## config.mk

```make
export PLATFORM = sky130hd
export DESIGN_NAME = tsp_tx_port
export DESIGN_NICKNAME = d
export VERILOG_FILES = /design/src/verilog/tsp_pkg.sv /design/src/verilog/tsp_nibble_fifo.sv /design/src/verilog/tsp_pin_sampler.sv /design/src/verilog/tsp_tx_port.sv
export SDC_FILE = /design/constraint.sdc
export NUM_CORES = 1
export LEC_CHECK = 0
export ABC_AREA = 1
export BUFFER_PORTS_ARGS = -buffer_cell sky130_fd_sc_hd__buf_2
export CORE_MARGIN = 10
export CORE_UTILIZATION = 59
export CTS_BUF_LIST = sky130_fd_sc_hd__clkbuf_16
export CTS_CLUSTER_DIAMETER = 80
export DETAILED_ROUTE_END_ITERATION = 10
export PLACE_DENSITY = 0.78
export SYNTH_ARGS = -nofsm -noshare
export SYNTH_HDL_FRONTEND = slang
export SYNTH_HIERARCHICAL = 1
export SYNTH_SLANG_ARGS = --single-unit
```

## constraint.sdc

```tcl
create_clock -name CLK -period 6.4 [get_ports CLK]
set_clock_uncertainty 0.05 [all_clocks]
set_input_delay 1.28 -clock CLK [delete_from_list [all_inputs] [get_ports CLK]]
set_output_delay 1.28 -clock CLK [all_outputs]
set_load 0.01 [all_outputs]
```

## src/verilog/tsp_pkg.sv

```systemverilog
// Shared constants, types and register map of the transmit port and status block.
package tsp_pkg;

  // Register bus widths.
  localparam int ADDR_W = 8;
  localparam int DATA_W = 8;

  // Register offsets.
  localparam logic [7:0] REG_MODE = 8'h00;
  localparam logic [7:0] REG_SIGCTL = 8'h01;
  localparam logic [7:0] REG_MODE2 = 8'h04;
  localparam logic [7:0] REG_STATUS = 8'h05;
  localparam logic [7:0] REG_TEST_RESERVED_A_A = 8'h06;
  localparam logic [7:0] REG_TEST_RESERVED_A_B = 8'h07;
  localparam logic [7:0] REG_IRQ_STAT = 8'h08;
  localparam logic [7:0] REG_IRQ_MASK = 8'h09;

  // Field positions.
  localparam int ST_TX_FIFO_PHASE_ERROR = 0;
  localparam int ST_TX_INPUT_UNLOCKED_FLAG = 1;
  localparam int ST_RX_CLOCK_UNLOCKED_FLAG = 3;
  localparam int ST_RX_SIGNAL_LOST_FLAG = 4;
  localparam int EV_W = 5;
  localparam int SC_TX_FIFO_POINTER_RESET = 0;
  localparam int SC_TX_CLOCK_EDGE_INVERT = 1;
  localparam int MC_TXEN = 3;
  localparam int MC_MODE_W = 3;
  localparam int M2_CMI = 7;

  // Reset values.
  localparam logic [7:0] MODE_RST = 8'h08;
  localparam logic [7:0] SIGCTL_RST = 8'h00;
  localparam logic [7:0] MODE2_RST = 8'h80;
  localparam logic [7:0] TEST_RESERVED_A_VAL = 8'h00;

  // Transmit timing modes.
  typedef enum logic [2:0] {
    TSP_MASTER_PAR = 3'h0,
    TSP_SLAVE_PAR = 3'h1,
    TSP_LOOP_PAR = 3'h2,
    TSP_SER_EXT = 3'h3,
    TSP_SER_CDR = 3'h4
  } tsp_mode_type;

  // Timing: clock period, idle time that flags lost serial input.
  localparam int CLK_PERIOD_PS = 4000;
  localparam int TX_INPUT_UNLOCKED_FLAG_TIMEOUT_NS = 1000;
  localparam int TX_INPUT_UNLOCKED_FLAG_CYCLES = (TX_INPUT_UNLOCKED_FLAG_TIMEOUT_NS * 1000) / CLK_PERIOD_PS;
  localparam int QUARTER_DIV = 2;
  localparam int NIBBLE_W = 4;
  localparam int FIFO_DEPTH = 4;

  // Pins that come from outside the clock domain, in sampler order.
  typedef struct packed {
    logic [3:0] nibble;
    logic par_clk;
    logic ser_data;
    logic ser_clk;
    logic rx_los;
    logic rx_ppm;
  } tsp_pins_type;

endpackage

```

## src/verilog/tsp_nibble_fifo.sv

```systemverilog
// Small transmit FIFO that absorbs phase drift between capture and line.
`timescale 1ns/100ps
module tsp_nibble_fifo #(
  parameter int W = 4,
  parameter int DEPTH = 4
) (
  input wire logic clk,
  input wire logic reset_n,
  input wire logic ce,
  input wire logic recentre,
  input wire logic wr,
  input wire logic [W-1:0] wdata,
  input wire logic rd,
  output logic [W-1:0] rdata,
  output logic err
);

  localparam int AW = (DEPTH > 1) ? $clog2(DEPTH) : 1;

  typedef struct packed {
    logic [DEPTH-1:0][W-1:0] mem;
    logic [AW-1:0] rp;
    logic [AW-1:0] wp;
    logic [AW:0] cnt;
    logic err;
  } tsp_fifo_type;

  tsp_fifo_type q;
  tsp_fifo_type d;

  generate
    if (DEPTH < 2 || (DEPTH & (DEPTH - 1)) != 0) begin : g_chk
      $error("FIFO depth must be a power of two of at least two.");
    end
  endgenerate

  // A write into a full FIFO with no read in the same cycle, or a read from an empty one, is a phase error;
  // the offending access is dropped so pointers never cross.
  always_comb begin
    logic do_wr;
    logic do_rd;
    do_wr = 1'b0;
    do_rd = 1'b0;
    d = q;
    d.err = 1'b0;
    if (recentre) begin
      d.rp = '0;
      d.wp = AW'(DEPTH / 2);
      d.cnt = (AW + 1)'(DEPTH / 2);
    end else begin
      do_rd = rd && (q.cnt != '0);
      do_wr = wr && ((q.cnt != (AW + 1)'(DEPTH)) || do_rd);
      d.err = (rd && !do_rd) || (wr && !do_wr);
      if (do_wr) begin
        d.mem[q.wp] = wdata;
        d.wp = q.wp + AW'(1);
      end
      if (do_rd) begin
        d.rp = q.rp + AW'(1);
      end
      if (do_wr && !do_rd) begin
        d.cnt = q.cnt + (AW + 1)'(1);
      end else if (do_rd && !do_wr) begin
        d.cnt = q.cnt - (AW + 1)'(1);
      end
    end
  end

  always_ff @(posedge clk or negedge reset_n) begin
    if (!reset_n) begin
      q <= '{mem: '0, rp: '0, wp: AW'(DEPTH / 2),
             cnt: (AW + 1)'(DEPTH / 2), err: 1'b0};
    end else if (ce) begin
      q <= d;
    end
  end

  assign rdata = q.mem[q.rp];
  assign err = q.err;

endmodule

```

## src/verilog/tsp_pin_sampler.sv

```systemverilog
// Two-flop synchroniser with edge detection for asynchronous input pins.
`timescale 1ns/100ps
module tsp_pin_sampler #(
  parameter int W = 9
) (
  input wire logic clk,
  input wire logic reset_n,
  input wire logic ce,
  input wire logic [W-1:0] pin,
  output logic [W-1:0] level,
  output logic [W-1:0] rise,
  output logic [W-1:0] fall
);

  typedef struct packed {
    logic [W-1:0] s1;
    logic [W-1:0] s2;
    logic [W-1:0] s3;
  } tsp_sync_type;

  tsp_sync_type q;
  tsp_sync_type d;

  generate
    if (W < 1) begin : g_chk
      $error("Sampler width must be at least one.");
    end
  endgenerate

  // The first stage feeds only the second; edges come from stages two and three.
  always_comb begin
    d = q;
    d.s1 = pin;
    d.s2 = q.s1;
    d.s3 = q.s2;
  end

  always_ff @(posedge clk or negedge reset_n) begin
    if (!reset_n) begin
      q <= '0;
    end else if (ce) begin
      q <= d;
    end
  end

  // Outputs are taken from the settled stages only.
  assign level = q.s2;
  assign rise = q.s2 & ~q.s3;
  assign fall = ~q.s2 & q.s3;

endmodule

```

## src/verilog/tsp_tx_port.sv

```systemverilog
// Transmit system port: capture, FIFO, serialiser, line coding and status.
`timescale 1ns/100ps
module tsp_tx_port #(
  parameter int QUARTER_DIV = tsp_pkg::QUARTER_DIV,
  parameter int FIFO_DEPTH = tsp_pkg::FIFO_DEPTH,
  parameter int TX_INPUT_UNLOCKED_FLAG_CYCLES = tsp_pkg::TX_INPUT_UNLOCKED_FLAG_CYCLES
) (
  input wire logic CLK,
  input wire logic RESET_N,
  input wire logic CE,
  input wire logic [7:0] REG_ADDR,
  input wire logic [7:0] REG_WDATA,
  input wire logic REG_WR,
  input wire logic REG_RD,
  output logic [7:0] REG_RDATA,
  input wire logic RX_SIGNAL_LOST_IN,
  input wire logic RX_CLOCK_UNLOCKED_IN,
  input wire logic [3:0] PAR_TX_NIBBLE,
  input wire logic PAR_TX_CLOCK_IN,
  output logic PAR_TX_CLOCK_OUT,
  output logic PAR_TX_CLOCK_OE,
  input wire logic SER_TX_DATA_IN,
  input wire logic SER_TX_CLOCK_IN,
  output logic COAX_LINE_OUT,
  output logic COAX_LINE_OE,
  output logic LINE_TX_CLOCK_OUT,
  output logic OPTICAL_NRZ_OUT,
  output logic IRQ
);

  typedef struct packed {
    tsp_pkg::tsp_mode_type mode;
    logic tx_en;
    logic tx_clock_edge_invert;
    logic tx_fifo_pointer_reset;
    logic cmi;
    logic [tsp_pkg::EV_W-1:0] stat;
    logic [tsp_pkg::EV_W-1:0] irq_stat;
    logic [tsp_pkg::EV_W-1:0] irq_mask;
    logic [tsp_pkg::EV_W-1:0] prev;
    logic [7:0] rdata;
    logic [7:0] qcnt;
    logic [1:0] quarter;
    logic [1:0] bitcnt;
    logic [3:0] shreg;
    logic cur_bit;
    logic cmi_lvl;
    logic [3:0] ser_acc;
    logic [1:0] ser_cnt;
    logic [15:0] idle_cnt;
    logic ser_prev;
    logic line_clk;
    logic par_clk;
    logic par_oe;
    logic coax;
    logic coax_oe;
    logic nrz;
    logic irq;
  } tsp_state_type;

  tsp_state_type q;
  tsp_state_type d;
  tsp_pkg::tsp_pins_type raw;
  tsp_pkg::tsp_pins_type lvl;
  tsp_pkg::tsp_pins_type rise;
  tsp_pkg::tsp_pins_type fall;
  logic fifo_wr;
  logic fifo_rd;
  logic [3:0] fifo_wdata;
  logic [3:0] fifo_rdata;
  logic fifo_err;
  logic tx_input_unlocked_flag_cond;
  logic [tsp_pkg::EV_W-1:0] cond;

  generate
    if (QUARTER_DIV < 1 || QUARTER_DIV > 255 || TX_INPUT_UNLOCKED_FLAG_CYCLES < 1 ||
        TX_INPUT_UNLOCKED_FLAG_CYCLES > 65535) begin : g_chk
      $error("Line divider or idle limit out of range.");
    end
  endgenerate

  // True for all three parallel modes, master included.
  function automatic logic is_parallel(tsp_pkg::tsp_mode_type m);
    return (m == tsp_pkg::TSP_MASTER_PAR) || (m == tsp_pkg::TSP_SLAVE_PAR) ||
           (m == tsp_pkg::TSP_LOOP_PAR);
  endfunction

  // Read value for one register offset; unmapped offsets read zero.
  function automatic logic [7:0] read_value(logic [7:0] a, tsp_state_type s);
    logic [7:0] v;
    v = 8'h00;
    case (a)
      tsp_pkg::REG_MODE: v = {4'h0, s.tx_en, s.mode};
      tsp_pkg::REG_SIGCTL: v = {6'h00, s.tx_clock_edge_invert, s.tx_fifo_pointer_reset};
      tsp_pkg::REG_MODE2: v = {s.cmi, 7'h00};
      tsp_pkg::REG_STATUS: v = {3'h0, s.stat};
      tsp_pkg::REG_TEST_RESERVED_A_A: v = tsp_pkg::TEST_RESERVED_A_VAL;
      tsp_pkg::REG_TEST_RESERVED_A_B: v = tsp_pkg::TEST_RESERVED_A_VAL;
      tsp_pkg::REG_IRQ_STAT: v = {3'h0, s.irq_stat};
      tsp_pkg::REG_IRQ_MASK: v = {3'h0, s.irq_mask};
      default: v = 8'h00;
    endcase
    return v;
  endfunction

  // In master mode our own divided clock goes through the same sampler as
  // the data, so the capture edge lines up with the synchronised nibble.
  assign raw = '{nibble: PAR_TX_NIBBLE,
                 par_clk: (q.mode == tsp_pkg::TSP_MASTER_PAR) ?
                          q.par_clk : PAR_TX_CLOCK_IN,
                 ser_data: SER_TX_DATA_IN, ser_clk: SER_TX_CLOCK_IN,
                 rx_los: RX_SIGNAL_LOST_IN, rx_ppm: RX_CLOCK_UNLOCKED_IN};

  tsp_pin_sampler #(
    .W($bits(tsp_pkg::tsp_pins_type))
  ) u_sampler (
    .clk(CLK),
    .reset_n(RESET_N),
    .ce(CE),
    .pin(raw),
    .level(lvl),
    .rise(rise),
    .fall(fall)
  );

  tsp_nibble_fifo #(
    .W(tsp_pkg::NIBBLE_W),
    .DEPTH(FIFO_DEPTH)
  ) u_fifo (
    .clk(CLK),
    .reset_n(RESET_N),
    .ce(CE),
    .recentre(q.tx_fifo_pointer_reset),
    .wr(fifo_wr),
    .wdata(fifo_wdata),
    .rd(fifo_rd),
    .rdata(fifo_rdata),
    .err(fifo_err)
  );

  // Next-state logic for capture, line timing, coding and registers.
  always_comb begin
    logic cap;
    logic wrap;
    logic bit_start;
    logic mid_bit;
    logic serial_cap;
    logic rd_stat;
    cap = q.tx_clock_edge_invert ? fall.ser_clk : rise.ser_clk;
    d = q;
    fifo_wr = 1'b0;
    fifo_rd = 1'b0;
    fifo_wdata = lvl.nibble;
    wrap = (q.qcnt == 8'(QUARTER_DIV - 1));
    bit_start = wrap && (q.quarter == 2'h3);
    mid_bit = wrap && (q.quarter == 2'h1);
    // Capture edge follows the inversion control; parallel uses its clock.
    if (is_parallel(q.mode)) begin
      cap = q.tx_clock_edge_invert ? fall.par_clk : rise.par_clk;
    end
    // Whole nibbles go straight in; serial bits gather MSB first.
    serial_cap = (q.mode == tsp_pkg::TSP_SER_CDR) ? mid_bit :
                 ((q.mode == tsp_pkg::TSP_SER_EXT) && cap);
    if (is_parallel(q.mode)) begin
      fifo_wr = cap;
    end else if (serial_cap) begin
      d.ser_acc = {q.ser_acc[2:0], lvl.ser_data};
      d.ser_cnt = q.ser_cnt + 2'h1;
      fifo_wr = (q.ser_cnt == 2'h3);
      fifo_wdata = d.ser_acc;
    end
    // Quarter-bit counter; the line clock toggles every quarter bit.
    d.qcnt = wrap ? 8'h00 : q.qcnt + 8'h01;
    if (wrap) begin
      d.quarter = q.quarter + 2'h1;
      d.line_clk = ~q.line_clk;
    end
    // Four line bits per nibble, the first one being bit 3.
    if (bit_start) begin
      d.bitcnt = q.bitcnt + 2'h1;
      if (q.bitcnt == 2'h3) begin
        fifo_rd = 1'b1;
        d.cur_bit = fifo_rdata[3];
        d.shreg = {fifo_rdata[2:0], 1'b0};
      end else begin
        d.cur_bit = q.shreg[3];
        d.shreg = {q.shreg[2:0], 1'b0};
      end
      // CMI: a one holds alternating levels, a zero goes low then high.
      if (d.cur_bit) begin
        d.cmi_lvl = ~q.cmi_lvl;
        d.coax = d.cmi_lvl;
      end else begin
        d.coax = 1'b0;
      end
    end else if (mid_bit && !q.cur_bit) begin
      d.coax = 1'b1;
    end
    d.par_clk = (d.bitcnt == 2'h0) || (d.bitcnt == 2'h1);
    // Serial input activity watch for the clock-recovery mode only.
    d.ser_prev = lvl.ser_data;
    if (q.mode != tsp_pkg::TSP_SER_CDR || lvl.ser_data != q.ser_prev) begin
      d.idle_cnt = 16'h0000;
    end else if (q.idle_cnt != 16'(TX_INPUT_UNLOCKED_FLAG_CYCLES)) begin
      d.idle_cnt = q.idle_cnt + 16'h0001;
    end
    // Register writes.
    if (REG_WR) begin
      case (REG_ADDR)
        tsp_pkg::REG_MODE: begin
          if (REG_WDATA[2:0] <= 3'h4) begin
            d.mode = tsp_pkg::tsp_mode_type'(REG_WDATA[2:0]);
          end
          d.tx_en = REG_WDATA[tsp_pkg::MC_TXEN];
        end
        tsp_pkg::REG_SIGCTL: begin
          d.tx_clock_edge_invert = REG_WDATA[tsp_pkg::SC_TX_CLOCK_EDGE_INVERT];
          d.tx_fifo_pointer_reset = REG_WDATA[tsp_pkg::SC_TX_FIFO_POINTER_RESET];
        end
        tsp_pkg::REG_MODE2: begin
          d.cmi = REG_WDATA[tsp_pkg::M2_CMI];
        end
        tsp_pkg::REG_IRQ_MASK: begin
          d.irq_mask = REG_WDATA[tsp_pkg::EV_W-1:0];
        end
        default: begin
        end
      endcase
    end
    // Status is read-to-clear; a live condition sets it again at once.
    rd_stat = REG_RD && (REG_ADDR == tsp_pkg::REG_STATUS);
    d.stat = (rd_stat ? '0 : q.stat) | cond;
    if (q.tx_fifo_pointer_reset) begin
      d.stat[tsp_pkg::ST_TX_FIFO_PHASE_ERROR] = 1'b0;
    end
    // Interrupt status: new conditions set, written ones clear, set wins.
    d.irq_stat = q.irq_stat | (cond & ~q.prev);
    if (REG_WR && REG_ADDR == tsp_pkg::REG_IRQ_STAT) begin
      d.irq_stat = (q.irq_stat & ~REG_WDATA[tsp_pkg::EV_W-1:0]) |
                   (cond & ~q.prev);
    end
    d.prev = cond;
    d.irq = |(d.irq_stat & d.irq_mask);
    // Read data stands only in the cycle after the strobe.
    d.rdata = REG_RD ? read_value(REG_ADDR, q) : 8'h00;
    // Pin enables follow the configuration being loaded.
    d.par_oe = (d.mode == tsp_pkg::TSP_MASTER_PAR);
    d.coax_oe = d.tx_en && d.cmi;
    d.nrz = d.cmi ? 1'b0 : d.cur_bit;
  end

  // Event conditions in status layout; lock loss is hidden under LOS.
  assign tx_input_unlocked_flag_cond = (q.mode == tsp_pkg::TSP_SER_CDR) &&
                      (q.idle_cnt == 16'(TX_INPUT_UNLOCKED_FLAG_CYCLES));
  assign cond = {lvl.rx_los, lvl.rx_ppm && !lvl.rx_los, 1'b0,
                 tx_input_unlocked_flag_cond, fifo_err};

  // All state registers; the clock enable freezes everything.
  always_ff @(posedge CLK or negedge RESET_N) begin
    if (!RESET_N) begin
      q <= '0;
      q.mode <= tsp_pkg::tsp_mode_type'(tsp_pkg::MODE_RST[2:0]);
      q.tx_en <= tsp_pkg::MODE_RST[tsp_pkg::MC_TXEN];
      q.tx_clock_edge_invert <= tsp_pkg::SIGCTL_RST[tsp_pkg::SC_TX_CLOCK_EDGE_INVERT];
      q.tx_fifo_pointer_reset <= tsp_pkg::SIGCTL_RST[tsp_pkg::SC_TX_FIFO_POINTER_RESET];
      q.cmi <= tsp_pkg::MODE2_RST[tsp_pkg::M2_CMI];
      q.bitcnt <= 2'h3;
      q.par_oe <= 1'b1;
      q.coax_oe <= 1'b1;
    end else if (CE) begin
      q <= d;
    end
  end

  // Every output comes straight from a state flop.
  assign REG_RDATA = q.rdata;
  assign PAR_TX_CLOCK_OUT = q.par_clk;
  assign PAR_TX_CLOCK_OE = q.par_oe;
  assign COAX_LINE_OUT = q.coax;
  assign COAX_LINE_OE = q.coax_oe;
  assign LINE_TX_CLOCK_OUT = q.line_clk;
  assign OPTICAL_NRZ_OUT = q.nrz;
  assign IRQ = q.irq;
endmodule
```

==> results of run 1 <==
## worst max-delay path: stages
cell	delay, ps
buf_2	90
buf_4	610
nand2_1	290
a21oi_1	190
nor3b_1	560
o21ai_0	250
nand2_1	110
## layout make-up
cell class	count	area, sq um	area share (%)
repair buffers	42	218	3.00
inverters	88	338	4.66
well taps	140	175	2.42
clock buffers	17	425	5.87
flip-flops and latches	121	3040	41.9
clock inverters	15	168	2.31
multi-input cells	581	2890	39.8
## per-layer routing
layer | GRT usage [%] | routed length, microns | share of wire, % | vias up
met2 | 29.4 | 6900 | 48 | 171
met1 | 23.1 | 6340 | 44 | 2635
met5 | 0 | 0 | 0 | -
met3 | 6.00 | 915 | 6.3 | 29
met4 | 7.11 | 261 | 1.8 | 0
li1 | - | - | - | 2689
## flip-flops by register name, summed over array words and instances, names as in the netlist, 2 cells and up, named ones only
register and count:
u_sampler/d 9, u_sampler/level 9, q 63, u_sampler/q 2, u_fifo/q 23, REG_RDATA 6
## path summary, 6_finish.rpt
path	from	end	depth (start not counted)
max in group asynchronous	RESET_N	u_sampler/d[15]	2
hold reg to reg	q[28]	q[28]	2
hold / removal	q[28]	q[28]	2
min in group asynchronous	RESET_N	REG_RDATA[4]	1
setup reg to reg	q[41]	u_fifo/q[3]	14
setup / recovery	CE	REG_RDATA[1]	7
## power by group through the flow
| stage | Sequential, mW | Combinational (mW) | Clock [mW] |
|---|---|---|---|
| 2_1_floorplan | 0.989 | 0.335 | 0 |
| 3_3_place_gp | 1.01 | 0.396 | 0 |
| 3_5_place_dp | 1.02 | 0.418 | 0 |
| 4_1_cts | 1.00 | 0.423 | 0.974 |
| 5_1_grt | 1.02 | 0.486 | 1.01 |
| 6_report | 1.01 | 0.422 | 0.963 |
## through the flow
step | instance area [sq um] | power (mW)
after global placement | 6660 | 1.40
after global routing | 7250 | 2.52
after CTS | 7250 | 2.40
final | 7250 | 2.39
after detailed placement | 6660 | 1.43
after floorplan | 6530 | 1.32
==> results.cfg, run 1 <==
[power]
internal_power_mw = 1.70
switching_share_pct = 29.0
p_leak_nw = 3.62
p_clk_share_pct = 40.3
combPwrFrac_pct = 17.6
pwr-share-seq_pct = 42.1
peakVddDrop_uv = 255
switchingPower_mw = 0.695
p_per_area_nw_per_um2 = 330

[layout]
nNetsFinal = 894
layout_commonest_cell = nand2_1
final_cell_mix = 265 x nand2_1, 113 x dfrtp_1, 88 x inv_1
fillers = 875
utilization_pct = 66.9
finalNonFillerCells = 1004
drive_gt1_share_pct = 13.2
area_growth_pct = 11.0
n_antenna_cell = 0

[placed_design]
dpl.hpwl_microns = 9780
place_ws_ps = 3030
dp.cells = 972
globalplace.congestion = 0.897
port_buffers = 40

[floorplan]
num_rows = 38
core_area_sq_um = 10800
die_w_microns = 125
initial_core_util_pct = 60.2
dieArea_sq_um = 15700
io_pins = 45
die_h_microns = 125

[global_route]
grt_max_degree = 77
antenna_found_initial = 0
grt_overflow = 0
grtUsageTotal_pct = 18.5
grt_pass1_vias = 5341
grt_pass1_wl_microns = 24400

[sta]
rsz0062_at_grt = false
final_hold_viol_count = 0
slew_headroom_pct = 36.1
period_needed_ps = 3140
final-setup-viol-count = 0
tns_ps = 0
timing.fmax_mhz = 318
worst_slack_ps = 3260
fin_crit_sh_pct = 49.1
fin_hold_ws_ps = 423
worst_pin_slew_ps = 958
finalMaxSlewViolations = 0

[clock_network]
clock_latency_ps = 420
cts_tree = done
cts_resized = 0
ctsLongestPathBuffers = 2
htreeDepth = 4
cts.sinks = 121
cts_setup_buffers = 0
cts_hold_buf = 0
root_buffer = clkbuf_16
path_clk_slew_ps = 50
cts_made_buffers = 17

[synthesis]
netlist_area_sq_um = 6530
syn_inst = 827
yosys_warnings = 6
synth.avg_cell_area_sq_um = 7.90

[drt]
vias_per_cell = 5.50
wl_microns = 14400
drc_errors = 0
postRouteAntennaNets = 0
routedWlPerCell_microns = 14.4
drt_pass1_iterations = 5
vias = 5524
drt_iter0_markers = 538

[critical_path]
ff2ff_setup_slack_ps = 3620
crit_path_end_kind = register
crit_fanout = 76
crit_arrival_ps = 3440
startpoint_type = primary input
path_class = in -> reg
worst_ep_required_time_ps = 6700

[flow_run]
maxCapViolations = 0

[outcome]
status = complete, no violations

[hold_path]
hp-class = reg -> reg
Power figures use the tool's default switching activity.
==> inputs of run 2 (changes only) <==
- ABC_AREA: 1 -> 0
- clock period: 6.4 -> 2.9 ns (I/O delays scaled with it)
==> results.cfg, run 2 <==
[outcome]
status = complete, no violations

[sta]
slew_headroom_pct = 55.8
final_hold_viol_count = 0
finalMaxSlewViolations = 0
fin_crit_sh_pct = 98.2
timing.fmax_mhz = 351
period_needed_ps = 2850
rsz0062_at_grt = true
final-setup-viol-count = 0
worst_slack_ps = 51.1
worst_pin_slew_ps = 655

[placed_design]
place_ws_ps = 13.3
port_buffers = 40
dpl.hpwl_microns = 9280
globalplace.congestion = 0.889

[critical_path]
ff2ff_setup_slack_ps = 50
crit_path_end_kind = register
path_class = reg -> reg
crit_arrival_ps = 3110
crit_fanout = 3
crit_path_start = q[41]
r2r-start = q[41]
worst_ep_required_time_ps = 3170
startpoint_type = register
timing.rr.end = u_fifo/q[2]
rr_worst_depth = 11

[layout]
area_growth_pct = 13.0
final_cell_mix = 113 x dfrtp_1, 43 x mux2_2, 42 x nand2_1
reg_top3 = q x63, u_fifo/q x23
drive_gt1_share_pct = 29.4
largest_register = q
n_antenna_cell = 0
nNetsFinal = 645
layout_commonest_cell = dfrtp_1
largest_register_ffs = 63
utilization_pct = 69.0

[drt]
postRouteAntennaNets = 0
drt_pass1_iterations = 7
routedWlPerCell_microns = 17.6
vias_per_cell = 5.90
vias = 4434
drt_iter0_markers = 355
wl_microns = 13200
drc_errors = 0

[clock_network]
path_clk_slew_ps = 50
cts_made_buffers = 17
root_buffer = clkbuf_16
ctsLongestPathBuffers = 2
cts.sinks = 121
cts_tree = done
clock_latency_ps = 410
htreeDepth = 4

[power]
peakVddDrop_uv = 471
p_leak_nw = 3.30
p_per_area_nw_per_um2 = 716

[floorplan]
die_w_microns = 124
dieArea_sq_um = 15300
num_rows = 37
die_h_microns = 124
io_pins = 45
core_area_sq_um = 10400
initial_core_util_pct = 61.0

[flow_run]
maxCapViolations = 0

[global_route]
antenna_found_initial = 0
grt_overflow = 0
grt_pass1_wl_microns = 22100
grt_pass1_vias = 4498
grtUsageTotal_pct = 18.2
grt_max_degree = 49

[hold_path]
min_from = SER_TX_CLOCK_IN
hp-class = in -> reg
min_to = u_sampler/d[11]
whs_path_depth = 2

[synthesis]
synth.avg_cell_area_sq_um = 11.4
syn_inst = 558
yosys_warnings = 6
netlist_area_sq_um = 6360
## run 2: power breakdown
part / internal (mW) / switching, mW
registers: 1.99 / 0.254
clock network: 1.06 / 0.727
logic: 0.603 / 0.513
total: 3.65 / 1.49
## run 2: layout make-up
cell class,count,area [sq um]
fillers,750,3230
clock buffers,17,425
inverters,21,78.8
multi-input cells,381,3030
flip-flops and latches,121,3040
well taps,136,170
repair buffers,60,368
clock inverters,15,73.8
## run 2: critical path, cell delays in order, from the launching register on
cell	delay [ps]
dfrtp_1	380
inv_2	80
ha_4	110
or4b_4	460
nor4_4	260
a31o_4	220
a22o_4	140
inv_2	40
a211o_4	270
fa_1	500
a211oi_2	40
a311oi_1	210
## run 2: worst max-delay path by stage
stage                              to  cells past startpoint
final                     u_fifo/q[2]                     11
after global routing      u_fifo/q[3]                     12
after detailed placement  u_fifo/q[2]                     11
after global placement    u_fifo/q[2]                     11
after CTS                 u_fifo/q[2]                     11
after floorplan           u_fifo/q[2]                     11
## run 2: through the flow
step	hold WS [ps]	setup TNS (ps)	instance area, sq um	std cells	total power, mW
6_report	356	0	7190	751	5.15
5_1_grt	338	-54.1	7190	751	5.44
4_1_cts	340	0	7130	749	5.13
3_5_place_dp	364	0	6620	716	3.32
3_3_place_gp	363	0	6620	716	3.25
2_1_floorplan	234	-142	6360	559	2.99
## run 2: metal layers
metal / track usage, % / vias up / routed length, microns
li1: - / 2094 / -
met1: 23.4 / 2187 / 5740
met2: 28.6 / 129 / 6400
met3: 6.20 / 24 / 838
met4: 5.75 / 0 / 198
met5: 0 / - / 0
## run 2: timing repair
| action | 4_1_cts | 5_1_grt |
|---|---|---|
| endpoints found under the setup margin | 0 | 18 |
| hold endpoints to repair | 6 | 0 |
| gates resized for setup | 0 | 8 |
| setup buffers | 0 | 2 |
| hold buffers | 1 | 0 |
